## src/shared/tpw_pkg.sv

```systemverilog
// Purpose: constants and types for the phase-correct pwm timer block
// Assumes: 32-bit axi4-lite register access, byte-wide register data except the 11-bit control
// Notes:   offsets are byte addresses, one register per aligned word
package tpw_pkg;
  // ==========================================================
  // register offsets
  localparam logic [7:0] OFS_CTRL   = 8'h00;
  localparam logic [7:0] OFS_CNT_HI = 8'h04;
  localparam logic [7:0] OFS_CNT_LO = 8'h08;
  localparam logic [7:0] OFS_CMA_HI = 8'h0C;
  localparam logic [7:0] OFS_CMA_LO = 8'h10;
  localparam logic [7:0] OFS_CMB_HI = 8'h14;
  localparam logic [7:0] OFS_CMB_LO = 8'h18;
  localparam logic [7:0] OFS_STAT   = 8'h1C;
  localparam logic [7:0] OFS_MASK   = 8'h20;
  localparam logic [7:0] OFS_GIE    = 8'h24;
  // ==========================================================
  // control field positions and reset values
  localparam int CTRL_PWM_LSB = 0;
  localparam int CTRL_COMA_LSB = 2;
  localparam int CTRL_COMB_LSB = 4;
  localparam int CTRL_CLR_BIT = 6;
  localparam int CTRL_CS_LSB  = 8;
  localparam logic [10:0] CTRL_RST = 11'h000;
  localparam logic [15:0] CNT_RST  = 16'h0000;
  localparam logic [15:0] CMP_RST  = 16'h0000;
  localparam logic [2:0]  STAT_RST = 3'h0;
  // status bit positions
  localparam int ST_OVF  = 0;
  localparam int ST_CMPA = 1;
  localparam int ST_CMPB = 2;
  // ==========================================================
  // top values per resolution
  localparam logic [15:0] TOP_8  = 16'h00FF;
  localparam logic [15:0] TOP_9  = 16'h01FF;
  localparam logic [15:0] TOP_10 = 16'h03FF;
  // clock source select codes
  localparam logic [2:0] CS_STOP  = 3'h0;
  localparam logic [2:0] CS_DIV1  = 3'h1;
  localparam logic [2:0] CS_DIV8  = 3'h2;
  localparam logic [2:0] CS_DIV64 = 3'h3;
  localparam logic [2:0] CS_DIV256  = 3'h4;
  localparam logic [2:0] CS_DIV1024 = 3'h5;
  localparam logic [2:0] CS_EXT_FALL = 3'h6;
  localparam logic [2:0] CS_EXT_RISE = 3'h7;
  // prescaler masks: tick when all masked bits are one
  localparam logic [9:0] PRE_M8    = 10'h007;
  localparam logic [9:0] PRE_M64   = 10'h03F;
  localparam logic [9:0] PRE_M256  = 10'h0FF;
  localparam logic [9:0] PRE_M1024 = 10'h3FF;
  // axi responses
  localparam logic [1:0] RESP_OKAY   = 2'h0;
  localparam logic [1:0] RESP_SLVERR = 2'h2;
  // ==========================================================
  typedef enum logic [1:0] {PWM_OFF, PWM_8, PWM_9, PWM_10} tpw_pwm_t;
  typedef enum logic {DIR_UP, DIR_DOWN} tpw_dir_t;
endpackage

```

## src/tpw_timer.sv

```systemverilog
// Purpose: 16-bit timer with dual phase-correct pwm, axi4-lite registers
// Assumes: single 100 MHz clock aclk, synchronous active-low aresetn
// Notes:   byte registers share one staging latch, see handover
// Notes on behaviour
// - pwm counts up to top, then down
// - top is 255, 511 or 1023
// - low ten compare bits drive pins
// - mode 10: up clears, down sets
// - mode 11: down clears, up sets
// - compare writes buffered in pwm, latched at top; in normal mode taken at once
// - compare read returns buffered value
// - zero compare, or top compare on undivided clock, gives fixed level
// - top compare undivided clock: no pulse
// - top compare prescaled: one-period pulse
// - overflow flag set leaving zero in pwm, on wrap from 0xFFFF otherwise
// - interrupt needs flag, enable, global enable
// - high byte staged, low byte commits
// - clock select: stop, divisors, external edges
// - clear-on-match-a ignored in pwm
//
// Design decisions made here: register access over AXI4-Lite and the placing of the registers.
`timescale 1ns/10ps
module tpw_timer
  import tpw_pkg::*;
(
  // clock and reset
  input  wire logic        aclk,
  input  wire logic        aresetn,
  // axi4-lite write
  input  wire logic [7:0]  s_axi_awaddr,
  input  wire logic        s_axi_awvalid,
  output logic             s_axi_awready,
  input  wire logic [31:0] s_axi_wdata,
  input  wire logic [3:0]  s_axi_wstrb,
  input  wire logic        s_axi_wvalid,
  output logic             s_axi_wready,
  output logic [1:0]       s_axi_bresp,
  output logic             s_axi_bvalid,
  input  wire logic        s_axi_bready,
  // axi4-lite read
  input  wire logic [7:0]  s_axi_araddr,
  input  wire logic        s_axi_arvalid,
  output logic             s_axi_arready,
  output logic [31:0]      s_axi_rdata,
  output logic [1:0]       s_axi_rresp,
  output logic             s_axi_rvalid,
  input  wire logic        s_axi_rready,
  // pins
  input  wire logic        ext_clock_pin,
  output logic [1:0]       compare_output,
  output logic [1:0]       compare_output_oe,
  output logic             irq
);
  // ==========================================================
  // state
  logic [10:0] ctrl_reg, ctrl_next;
  logic [15:0] cnt_reg, cnt_next;
  tpw_dir_t    dir_reg, dir_next;
  logic [7:0]  temp_reg, temp_next;
  logic [15:0] buf_reg [2];
  logic [15:0] buf_next [2];
  logic [15:0] act_reg [2];
  logic [15:0] act_next [2];
  logic [1:0]  out_reg, out_next, pend_reg, pend_next, oe_next;
  logic [2:0]  stat_reg, stat_next, mask_reg, mask_next;
  logic        gie_reg, gie_next, irq_next;
  logic [9:0]  pre_reg, pre_next;
  logic [2:0]  sync_reg;
  logic        lvl_reg, lvl_next, ext_rise, ext_fall;
  logic        awr_reg, awr_next, bval_reg, bval_next, arr_reg, arr_next;
  logic        rval_reg, rval_next;
  logic [1:0]  bresp_reg, bresp_next, rresp_reg, rresp_next;
  logic [31:0] rdata_reg, rdata_next;
  // decoded helpers
  tpw_pwm_t    pmode;
  logic [2:0]  cs;
  logic        pwm, tick, moving_up, wr_go, rd_go, cnt_wr;
  logic [15:0] top;
  logic [1:0]  match, com;
  logic [2:0]  stat_set;
  logic [7:0]  wbyte;

  // ==========================================================
  // decode of control fields
  always_comb begin
    pmode = tpw_pwm_t'(ctrl_reg[CTRL_PWM_LSB +: 2]);
    cs    = ctrl_reg[CTRL_CS_LSB +: 3];
    pwm   = (pmode != PWM_OFF);
    unique case (pmode)
      PWM_8:   top = TOP_8;
      PWM_9:   top = TOP_9;
      PWM_10:  top = TOP_10;
      PWM_OFF: top = 16'hFFFF;
    endcase
    wr_go = s_axi_awvalid & s_axi_wvalid & ~awr_reg & ~bval_reg;
    rd_go = s_axi_arvalid & ~arr_reg & ~rval_reg;
    wbyte = s_axi_wdata[7:0];
  end

  // ==========================================================
  // external pin: three flops, edge once stages two and three agree
  always_ff @(posedge aclk) begin
    if (!aresetn) begin
      sync_reg <= 3'h0;
    end else begin
      sync_reg <= {sync_reg[1:0], ext_clock_pin};
    end
  end

  // timer clock enable from prescaler or pin edge
  always_comb begin
    pre_next = pre_reg + 10'h001;
    lvl_next = (sync_reg[1] == sync_reg[2]) ? sync_reg[2] : lvl_reg;
    ext_rise = lvl_next & ~lvl_reg;
    ext_fall = ~lvl_next & lvl_reg;
    unique case (cs)
      CS_STOP:     tick = 1'b0;
      CS_DIV1:     tick = 1'b1;
      CS_DIV8:     tick = (pre_reg & PRE_M8) == PRE_M8;
      CS_DIV64:    tick = (pre_reg & PRE_M64) == PRE_M64;
      CS_DIV256:   tick = (pre_reg & PRE_M256) == PRE_M256;
      CS_DIV1024:  tick = (pre_reg & PRE_M1024) == PRE_M1024;
      CS_EXT_FALL: tick = ext_fall;
      CS_EXT_RISE: tick = ext_rise;
    endcase
  end

  // ==========================================================
  // counter, channels, flags and register access
  always_comb begin
    ctrl_next = ctrl_reg;
    cnt_next  = cnt_reg;
    dir_next  = dir_reg;
    temp_next = temp_reg;
    buf_next  = buf_reg;
    act_next  = act_reg;
    out_next  = out_reg;
    pend_next = pend_reg;
    mask_next = mask_reg;
    gie_next  = gie_reg;
    stat_set  = 3'h0;
    match     = 2'h0;
    com       = 2'h0;
    cnt_wr    = wr_go & s_axi_wstrb[0] & (s_axi_awaddr == OFS_CNT_LO);
    // direction of travel into the next value
    moving_up = (dir_reg == DIR_UP) ? (cnt_reg != top) : (cnt_reg == 16'h0000);
    if (tick && pwm) begin
      unique case (dir_reg)
        DIR_UP: begin
          cnt_next = (cnt_reg == top) ? cnt_reg - 16'h0001 : cnt_reg + 16'h0001;
          dir_next = (cnt_reg == top) ? DIR_DOWN : DIR_UP;
        end
        DIR_DOWN: begin
          cnt_next = (cnt_reg == 16'h0000) ? 16'h0001 : cnt_reg - 16'h0001;
          dir_next = (cnt_reg == 16'h0000) ? DIR_UP : DIR_DOWN;
        end
      endcase
      if (cnt_reg == 16'h0000) stat_set[ST_OVF] = 1'b1;
    end else if (tick) begin
      cnt_next = cnt_reg + 16'h0001;
      dir_next = DIR_UP;
      if (cnt_reg == 16'hFFFF) stat_set[ST_OVF] = 1'b1;
    end
    // per-channel compare; pins track only in pwm mode
    for (int ch = 0; ch < 2; ch++) begin
      com = ctrl_reg[CTRL_COMA_LSB + 2*ch +: 2];
      if (pwm) begin
        match[ch] = tick & (cnt_next[9:0] == act_reg[ch][9:0]);
      end else begin
        match[ch] = tick & (cnt_next == act_reg[ch]);
      end
      if (match[ch]) stat_set[ST_CMPA + ch] = 1'b1;
      if (match[ch] && pwm && com[1]) begin
        if (act_reg[ch][9:0] == 10'h000) begin
          out_next[ch] = com[0];
        end else if (act_reg[ch][9:0] == top[9:0]) begin
          if (cs == CS_DIV1) begin
            out_next[ch] = ~com[0];
          end else begin
            // alternate active and idle on each top arrival
            out_next[ch]  = pend_reg[ch] ? com[0] : ~com[0];
            pend_next[ch] = ~pend_reg[ch];
          end
        end else begin
          // com0 low: up clears, down sets; com0 high: the reverse
          out_next[ch] = moving_up ? com[0] : ~com[0];
        end
      end
      // buffered value moves to the comparator at top in pwm, every cycle otherwise
      if (!pwm || (tick && moving_up && cnt_next == top)) begin
        act_next[ch] = buf_reg[ch];
      end
    end
    // clear on match a works in normal mode only
    if (!pwm && match[0] && ctrl_reg[CTRL_CLR_BIT]) cnt_next = 16'h0000;
    // byte writes through the staging latch; control also takes bits 10:8
    if (wr_go && s_axi_wstrb[0]) begin
      unique case (s_axi_awaddr)
        OFS_CTRL:   ctrl_next = {s_axi_wdata[10:8], wbyte};
        OFS_CNT_HI, OFS_CMA_HI, OFS_CMB_HI: temp_next = wbyte;
        OFS_CNT_LO: begin
          cnt_next  = {temp_reg, wbyte};
          dir_next  = DIR_UP;
          pend_next = 2'h0;
        end
        OFS_CMA_LO: buf_next[0] = {temp_reg, wbyte};
        OFS_CMB_LO: buf_next[1] = {temp_reg, wbyte};
        OFS_MASK:   mask_next = wbyte[2:0];
        OFS_GIE:    gie_next = wbyte[0];
        default:    ;
      endcase
    end
    // write one to clear; a same-cycle event wins
    stat_next = stat_reg | stat_set;
    if (wr_go && s_axi_wstrb[0] && s_axi_awaddr == OFS_STAT) begin
      stat_next = (stat_reg & ~wbyte[2:0]) | stat_set;
    end
    // low count read stages the high byte
    if (rd_go && s_axi_araddr == OFS_CNT_LO && !(wr_go && s_axi_wstrb[0])) begin
      temp_next = cnt_reg[15:8];
    end
    oe_next  = pwm ? {ctrl_reg[CTRL_COMB_LSB + 1], ctrl_reg[CTRL_COMA_LSB + 1]} : 2'h0;
    irq_next = gie_next & |(stat_next & mask_next);
  end

  // ==========================================================
  // axi handshake and read mux
  always_comb begin
    awr_next   = wr_go;
    bval_next  = bval_reg ? ~s_axi_bready : awr_reg;
    bresp_next = bresp_reg;
    arr_next   = rd_go;
    rval_next  = rval_reg ? ~s_axi_rready : arr_reg;
    rresp_next = rresp_reg;
    rdata_next = rdata_reg;
    if (wr_go) begin
      unique case (s_axi_awaddr)
        OFS_CTRL, OFS_CNT_HI, OFS_CNT_LO, OFS_CMA_HI, OFS_CMA_LO,
        OFS_CMB_HI, OFS_CMB_LO, OFS_STAT, OFS_MASK, OFS_GIE: bresp_next = RESP_OKAY;
        default: bresp_next = RESP_SLVERR;
      endcase
    end
    if (rd_go) begin
      rresp_next = RESP_OKAY;
      unique case (s_axi_araddr)
        OFS_CTRL:   rdata_next = {21'h0, ctrl_reg};
        OFS_CNT_LO: rdata_next = {24'h0, cnt_reg[7:0]};
        OFS_CNT_HI: rdata_next = {24'h0, temp_reg};
        OFS_CMA_LO: rdata_next = {24'h0, buf_reg[0][7:0]};
        OFS_CMA_HI: rdata_next = {24'h0, buf_reg[0][15:8]};
        OFS_CMB_LO: rdata_next = {24'h0, buf_reg[1][7:0]};
        OFS_CMB_HI: rdata_next = {24'h0, buf_reg[1][15:8]};
        OFS_STAT:   rdata_next = {29'h0, stat_reg};
        OFS_MASK:   rdata_next = {29'h0, mask_reg};
        OFS_GIE:    rdata_next = {31'h0, gie_reg};
        default: begin
          rdata_next = 32'h0;
          rresp_next = RESP_SLVERR;
        end
      endcase
    end
  end

  // ==========================================================
  // registers
  always_ff @(posedge aclk) begin
    if (!aresetn) begin
      ctrl_reg <= CTRL_RST;
      cnt_reg  <= CNT_RST;
      dir_reg  <= DIR_UP;
      temp_reg <= 8'h00;
      buf_reg  <= '{CMP_RST, CMP_RST};
      act_reg  <= '{CMP_RST, CMP_RST};
      out_reg  <= 2'h0;
      pend_reg <= 2'h0;
      stat_reg <= STAT_RST;
      mask_reg <= STAT_RST;
      gie_reg  <= 1'b0;
      irq      <= 1'b0;
      compare_output_oe <= 2'h0;
      pre_reg  <= 10'h000;
      lvl_reg  <= 1'b0;
      awr_reg  <= 1'b0;
      bval_reg <= 1'b0;
      bresp_reg <= RESP_OKAY;
      arr_reg  <= 1'b0;
      rval_reg <= 1'b0;
      rresp_reg <= RESP_OKAY;
      rdata_reg <= 32'h0;
    end else begin
      ctrl_reg <= ctrl_next;
      cnt_reg  <= cnt_next;
      dir_reg  <= dir_next;
      temp_reg <= temp_next;
      buf_reg  <= buf_next;
      act_reg  <= act_next;
      out_reg  <= out_next;
      pend_reg <= pend_next;
      stat_reg <= stat_next;
      mask_reg <= mask_next;
      gie_reg  <= gie_next;
      irq      <= irq_next;
      compare_output_oe <= oe_next;
      pre_reg  <= pre_next;
      lvl_reg  <= lvl_next;
      awr_reg  <= awr_next;
      bval_reg <= bval_next;
      bresp_reg <= bresp_next;
      arr_reg  <= arr_next;
      rval_reg <= rval_next;
      rresp_reg <= rresp_next;
      rdata_reg <= rdata_next;
    end
  end

  // outputs straight from flops
  assign compare_output = out_reg;
  assign s_axi_awready  = awr_reg;
  assign s_axi_wready   = awr_reg;
  assign s_axi_bvalid   = bval_reg;
  assign s_axi_bresp    = bresp_reg;
  assign s_axi_arready  = arr_reg;
  assign s_axi_rvalid   = rval_reg;
  assign s_axi_rresp    = rresp_reg;
  assign s_axi_rdata    = rdata_reg;
endmodule

```

## config.mk

```make
export PLATFORM = sky130hd
export DESIGN_NAME = tpw_timer
export DESIGN_NICKNAME = d
export VERILOG_FILES = /design/src/shared/tpw_pkg.sv /design/src/tpw_timer.sv
export SDC_FILE = /design/constraint.sdc
export NUM_CORES = 1
export LEC_CHECK = 0
export ABC_CLOCK_PERIOD_IN_PS = 3800
export BUFFER_PORTS_ARGS = -buffer_cell sky130_fd_sc_hd__buf_2
export CAP_MARGIN = 30
export CELL_PAD_IN_SITES_DETAIL_PLACEMENT = 0
export CELL_PAD_IN_SITES_GLOBAL_PLACEMENT = 1
export CORE_MARGIN = 2
export CORE_UTILIZATION = 40
export CTS_CLUSTER_DIAMETER = 60
export DETAILED_ROUTE_END_ITERATION = 8
export PLACE_DENSITY_LB_ADDON = 0.12
export SYNTH_ARGS = -nofsm -noshare
export SYNTH_HDL_FRONTEND = slang
export SYNTH_SLANG_ARGS = --single-unit
```

## constraint.sdc

```tcl
create_clock -name aclk -period 3.8 [get_ports aclk]
set_clock_uncertainty 0.1 [all_clocks]
set_input_delay 0.57 -clock aclk [delete_from_list [all_inputs] [get_ports aclk]]
set_output_delay 0.57 -clock aclk [all_outputs]
set_load 0.03 [all_outputs]
```

* Word level (Yosys, flattened, before mapping)
Cells that the tools add are included.
Word-level totals: flip-flop bits (word level) 168, input bits 60, word-level logic and storage cells 197, output and inout bits 46
Operators by class: bitwise gates (word level) 30, reduce and logical (&&, ||, !) cells 35, eq/ne operators 43, add/subtract/negate cells 3, muxes and demuxes 60
Operator list (count):
- 16-bit two-way mux | 7
- 11-bit one-hot mux with 10 select lines | 1
- 16-bit equality test | 4
- 8-bit by 5-bit equality test with 1-bit output (second input constant) | 8
- 16-bit one-hot mux with 4 select lines | 1
- 10-bit equality test | 4
- 1-bit two-way mux | 38
- 8-bit by 4-bit equality test with 1-bit output (second input constant) | 4
- 8-bit by 6-bit equality test with 1-bit output (second input constant) | 4
- 16-bit one-hot mux with 2 select lines | 1
- 8-bit two-way mux | 3
- 10-bit zero test | 2
- 10-bit OR reduction | 2
- 16-bit by 1-bit adder with 16-bit output (second input constant) | 1
- 16-bit equality test (second input constant) | 1
- 8-bit by 3-bit equality test with 1-bit output (second input constant) | 2
- 16-bit zero test | 1
- 8-bit zero test | 2
- 16-bit != test | 1
- 16-bit by 1-bit subtractor with 16-bit output (second input constant) | 1
- 3-bit equality test (second input constant) | 5
- 1-bit logical AND | 13
- 1-bit inverter | 13
- 1-bit bitwise AND | 12
- other kinds (23) | 40

* Depth between registers and ports, before layout
depth after elaboration 16, gate-level depth with buffers 17, depth with buffers taken out 13

* Worst setup path before layout
OpenSTA, ideal clock, no wires.
path kind reg2reg, start reg ctrl_reg[8], end reg cnt_reg[14], period minus slack after synthesis 3.898 ns, data required time 3.583 ns, setup slack -0.098 ns, cell stages (with the launch flop) 13, data arrival time 3.681 ns, cell sequence dfxtp_1 or4b_1 a21oi_1 a211oi_2 or4b_2 mux2i_1 mux2_2 a2111oi_1 and4_1 nand3_1 o21ba_4 buf_6 a22o_1
Between the ends: word-level cells in the longest chain between the ends 12, elaborated cells between the ends (all ways) 22, those cells by class eq/ne (9); mux (7); bitwise (2); reduce/logical (4)
RTL lines:
- start: declaration | RTL line tpw_timer.sv:56 | logic [10:0] ctrl_reg, ctrl_next;
- start signal: assignment | RTL line tpw_timer.sv:291 | ctrl_reg <= ctrl_next;
- 3-bit equality test, or another cell as far along | RTL line tpw_timer.sv:116 | unique case (cs)
- 1-bit one-hot mux with 8 select lines (*) | RTL line tpw_timer.sv:116
- 16-bit two-way mux or 1-bit logical AND (tied branches) | RTL line tpw_timer.sv:159, tpw_timer.sv:147
- 16-bit two-way mux | RTL line tpw_timer.sv:147 | if (tick && pwm) begin
- 16-bit equality test or 10-bit equality test (tied branches) | RTL line tpw_timer.sv:170, tpw_timer.sv:168
- 1-bit bitwise AND (on tied branches) | RTL line tpw_timer.sv:170, tpw_timer.sv:168
- 1-bit two-way mux | RTL line tpw_timer.sv:167 | if (pwm) begin
- 1-bit logical AND (2 in series) | RTL line tpw_timer.sv:195 | if (!pwm && match[0] && ctrl_reg[CTRL_CLR_BIT]) cnt_next = 16'h0000;
- 16-bit two-way mux (*) | RTL line tpw_timer.sv:195
- 16-bit two-way mux | RTL line tpw_timer.sv:198 | unique case (s_axi_awaddr)
- 16-bit two-way mux (*) | RTL line tpw_timer.sv:197 | if (wr_go && s_axi_wstrb[0]) begin
- end signal: assignment | RTL line tpw_timer.sv:292 | cnt_reg <= cnt_next;
- end: declaration | RTL line tpw_timer.sv:57 | logic [15:0] cnt_reg, cnt_next;
Mark *: on every way between the ends. The rest lies on a longest branch, timed or not. A chain may end at the register's enable or synchronous reset.

* Worst setup path in the final report
start reg ctrl_reg[0], end reg cnt_reg[12]
Between the ends: word-level cells in the longest chain between the ends 14, elaborated cells between the ends (all ways) 22, those cells by class eq/ne (6); mux (8); bitwise (2); reduce/logical (6)
RTL lines:
- 2-bit equality test, or another cell as far along | RTL line tpw_timer.sv:89 | unique case (pmode)
- 16-bit one-hot mux with 4 select lines | RTL line tpw_timer.sv:89
- 16-bit equality test | RTL line tpw_timer.sv:150 | cnt_next = (cnt_reg == top) ? cnt_reg - 16'h0001 : cnt_reg + 16'h0001;
- 16-bit two-way mux | RTL line tpw_timer.sv:150
- 16-bit one-hot mux with 2 select lines | RTL line tpw_timer.sv:148 | unique case (dir_reg)
- 16-bit two-way mux | RTL line tpw_timer.sv:147
- 16-bit equality test or 10-bit equality test (tied branches) | RTL line tpw_timer.sv:170, tpw_timer.sv:168
- 1-bit bitwise AND (on tied branches) | RTL line tpw_timer.sv:170, tpw_timer.sv:168
- 1-bit two-way mux | RTL line tpw_timer.sv:167
- 1-bit logical AND (2 in series) | RTL line tpw_timer.sv:195
- 16-bit two-way mux (*) | RTL line tpw_timer.sv:195
- 16-bit two-way mux | RTL line tpw_timer.sv:198
- 16-bit two-way mux (*) | RTL line tpw_timer.sv:197
Mark *: on every way between the ends. The rest lies on a longest branch, timed or not. The select of a mux whose other input is x is not followed.

==> flow_metrics.env <==
export IMPL_wl_met3_mm=2.15
export IMPL_area_delta_synth_final_pct=34.1
export IMPL_grt_antenna_before_repair=0
export IMPL_via_per_inst=5.73
export IMPL_port_buffers=58
export IMPL_grt_pass1_wl_mm=49.8
export IMPL_synth_common_cells="dfxtp_1, nand2_1, nor2_1, a21oi_1, mux2i_1"
export IMPL_p_comb_share_pct=4.5
export IMPL_wire_per_inst_microns=21.0
export IMPL_root_buffer="clkbuf_16"
export IMPL_crit_chain="buf_6, ha_4, xnor2_4, nor4_4, buf_4, o21ai_4, buf_6, a211oi_4, nor2_2, xnor2_1, a221o_1, or3_4, or3b_4, o21ba_4, a22o_1"
export IMPL_route_met2_wl_mm=15.0
export IMPL_final_util_pct=54.9
export IMPL_clock_sinks=145
export IMPL_hpwl_mm=24.5
export IMPL_yosysSeqAreaShare_pct=33.5
export IMPL_synth_largest_area_cell="dfxtp_1"
export IMPL_status="finished clean"
export IMPL_finalWorstSetupSlack_ns=0.0286
export IMPL_crit_required_ns=4.03
export IMPL_intPower_w=0.00246
export IMPL_die_h_microns=151
export IMPL_drt_initial_drc_count=1019
export IMPL_fin_nets=1341
export IMPL_pwr_share_clk_pct=50.6
export IMPL_power_leakage_nw=4.70
export IMPL_ant_nets=0
export IMPL_fin_crit_sh_pct=99.2
export IMPL_synth_area_sq_mm=0.00866
export IMPL_fp_dieW_microns=151
export IMPL_num_vias=8955
export IMPL_synth_cell_type_count=91
export IMPL_drcViolationCount=0
export IMPL_place_congestion=0.938
export IMPL_ys_async_sr_fraction_pct=0
export IMPL_min_period_ns=3.77
export IMPL_first_pass_iters=6
export IMPL_rows=53
export IMPL_path_clk_slew_ns=0.07
export IMPL_syn_area_per_cell_sq_um=8.06
export IMPL_hold_violations=0
export IMPL_synth_cells=1074
export IMPL_total_power_w=0.00341
export IMPL_power_density_mw_per_mm2=294
export IMPL_cts_htree_levels=4
export IMPL_clkLatencyLatePin_ns=0.45
export IMPL_grt_pass1_vias=8384
export IMPL_cts_tree="done"
export IMPL_cp_common_cell="buf_6"
export IMPL_setup_violations=0
export IMPL_cap_violations=0
export IMPL_endpoint_kind="flop"
export IMPL_cp_slowest_stage_delay_ns=0.45
export IMPL_ios=106
export IMPL_final_layout_size_suffix_gt1_share_pct=30.3
export IMPL_top_layer_used="met4"
export IMPL_n_antenna_cell=0
export IMPL_core_area_sq_mm=0.0212
export IMPL_numCtsBuffers=17
export IMPL_min_path_type="primary input to flop"
export IMPL_cp_arrival_ns=4.00
export IMPL_rsz0062_at_grt="yes"
export IMPL_fp_dieArea_sq_mm=0.0228
export IMPL_ir_drop_v=0.000268
export IMPL_slew_headroom_pct=36.5
export IMPL_final_max_slew_violation_count=0
export IMPL_tightest_slew_ns=0.949
export IMPL_cpMaxStageDelayCell="or3b_4"
export IMPL_yosys_area_top_type_share_pct=33.5
export IMPL_yosys_warnings=0
export IMPL_power_frac_seq_pct=44.9
export IMPL_ys_ff_latch=145
export IMPL_critical_path_class="flop to flop"
export IMPL_grt_usage_pct=29.2
export IMPL_wl_met1_mm=14.9
export IMPL_synthTopCellsByArea="dfxtp_1, mux2i_1, nand2_1, nor2_1, a21oi_1"
export IMPL_crit_path_start_kind="flop"
export IMPL_routed_wl_mm=32.9
export IMPL_synthFlopType="dfxtp_1"
export IMPL_grt_max_degree=72
export IMPL_worstPathMaxFanout=7
export IMPL_place_ws_ns=-0.308
export IMPL_clockBufferDepth=2
export IMPL_fmax_mhz=265
export IMPL_p_switching_w=0.000951
export IMPL_swShare_pct=27.9
export IMPL_initial_core_util_pct=40.9
export IMPL_overflow=0
export IMPL_synth_edf_count=0
## power by group through the flow
stage	Combinational, W	Sequential, W	Clock, W
final	0.000154	0.00153	0.00173
after global routing	0.000166	0.00153	0.00179
after CTS	0.000154	0.00153	0.00174
after detailed placement	0.000151	0.00157	0
after global placement	0.000151	0.00157	0
after floorplan	0.000100	0.00158	0
## per-stage QoR
stage	TNS, ns	area, sq um	cells	hold WS, ns
2_1_floorplan	0	8770	1096	0.312
3_3_place_gp	-7.18	10300	1508	0.317
3_5_place_dp	-8.23	10300	1508	0.320
4_1_cts	-0.0714	11400	1554	0.209
5_1_grt	-1.33	11600	1562	0.216
6_report	0	11600	1562	0.216
## path summary, 6_finish.rpt
path,startpoint,slack [ns],cells past startpoint,to
max,ctrl_reg[0],0.03,15,cnt_reg[12]
min,s_axi_bready,0.22,2,s_axi_bvalid
max reg2reg,ctrl_reg[0],0.03,15,cnt_reg[12]
min reg2reg,sync_reg[0],0.34,1,sync_reg[1]
## placed cells by master, fill, tap and decap left out, types with 19 or more instances in the layout
master and n:
a21oi_1 69, o21ai_0 19, xnor2_1 30, nand2_1 145, dfxtp_1 137, nand3_1 28
mux2i_1 49, conb_1 23, buf_4 169, nor2_1 121, nand4_1 21, nor3_1 23
buf_2 58
## metal layers
metal	track usage, %	vias up
met1	41.3	4294
met2	45.8	352
met3	3.98	51
met5	0	-
met4	9.95	0
li1	-	4258
## area by class of cell
class	count	area [sq um]
tap	275	344
fill	1996	9540
clock inverter	15	181
clock buffer	17	425
sequential	145	2920
inverter	23	87.6
timing repair buffer	246	1850
multi-input combinational	841	5810
## cells by family (layout without fill, tap and decap cells)
family | count (synthesis) | count (layout) | synth area share [%]
AO/OA/AOI/OAI | 239 | 240 | 19.7
XOR/XNOR | 46 | 46 | 4.83
adder cells (fa/ha/maj) | 7 | 7 | 1.01
buffers and inverters | 111 | 301 | 6.43
flip-flops | 145 | 145 | 33.5
multiplexers | 72 | 72 | 8.51
other | 1 | 23 | 0.0433
AND/OR/NAND/NOR | 453 | 453 | 26.0
## critical path, delay by kind of cell (launching register included)
| kind | cells | cell delay [ns] |
|---|---|---|
| adders and majority gates | 1 | 0.17 |
| and+or+nand+nor | 4 | 1.14 |
| xor gates and xnor gates | 2 | 0.26 |
| DFF | 1 | 0.33 |
| buffers and inverters | 3 | 0.45 |
| AOI/OAI and AO/OA | 5 | 1.22 |
## timing repair
action / in CTS / in global routing
gates cloned: 3 / 0
hold buffers: 0 / 0
gates resized for setup: 60 / 51
setup buffers: 12 / 11
pin swaps: 32 / 43
endpoints found under the setup margin: 55 / 55
No activity file was read; power rests on OpenSTA's default activity.
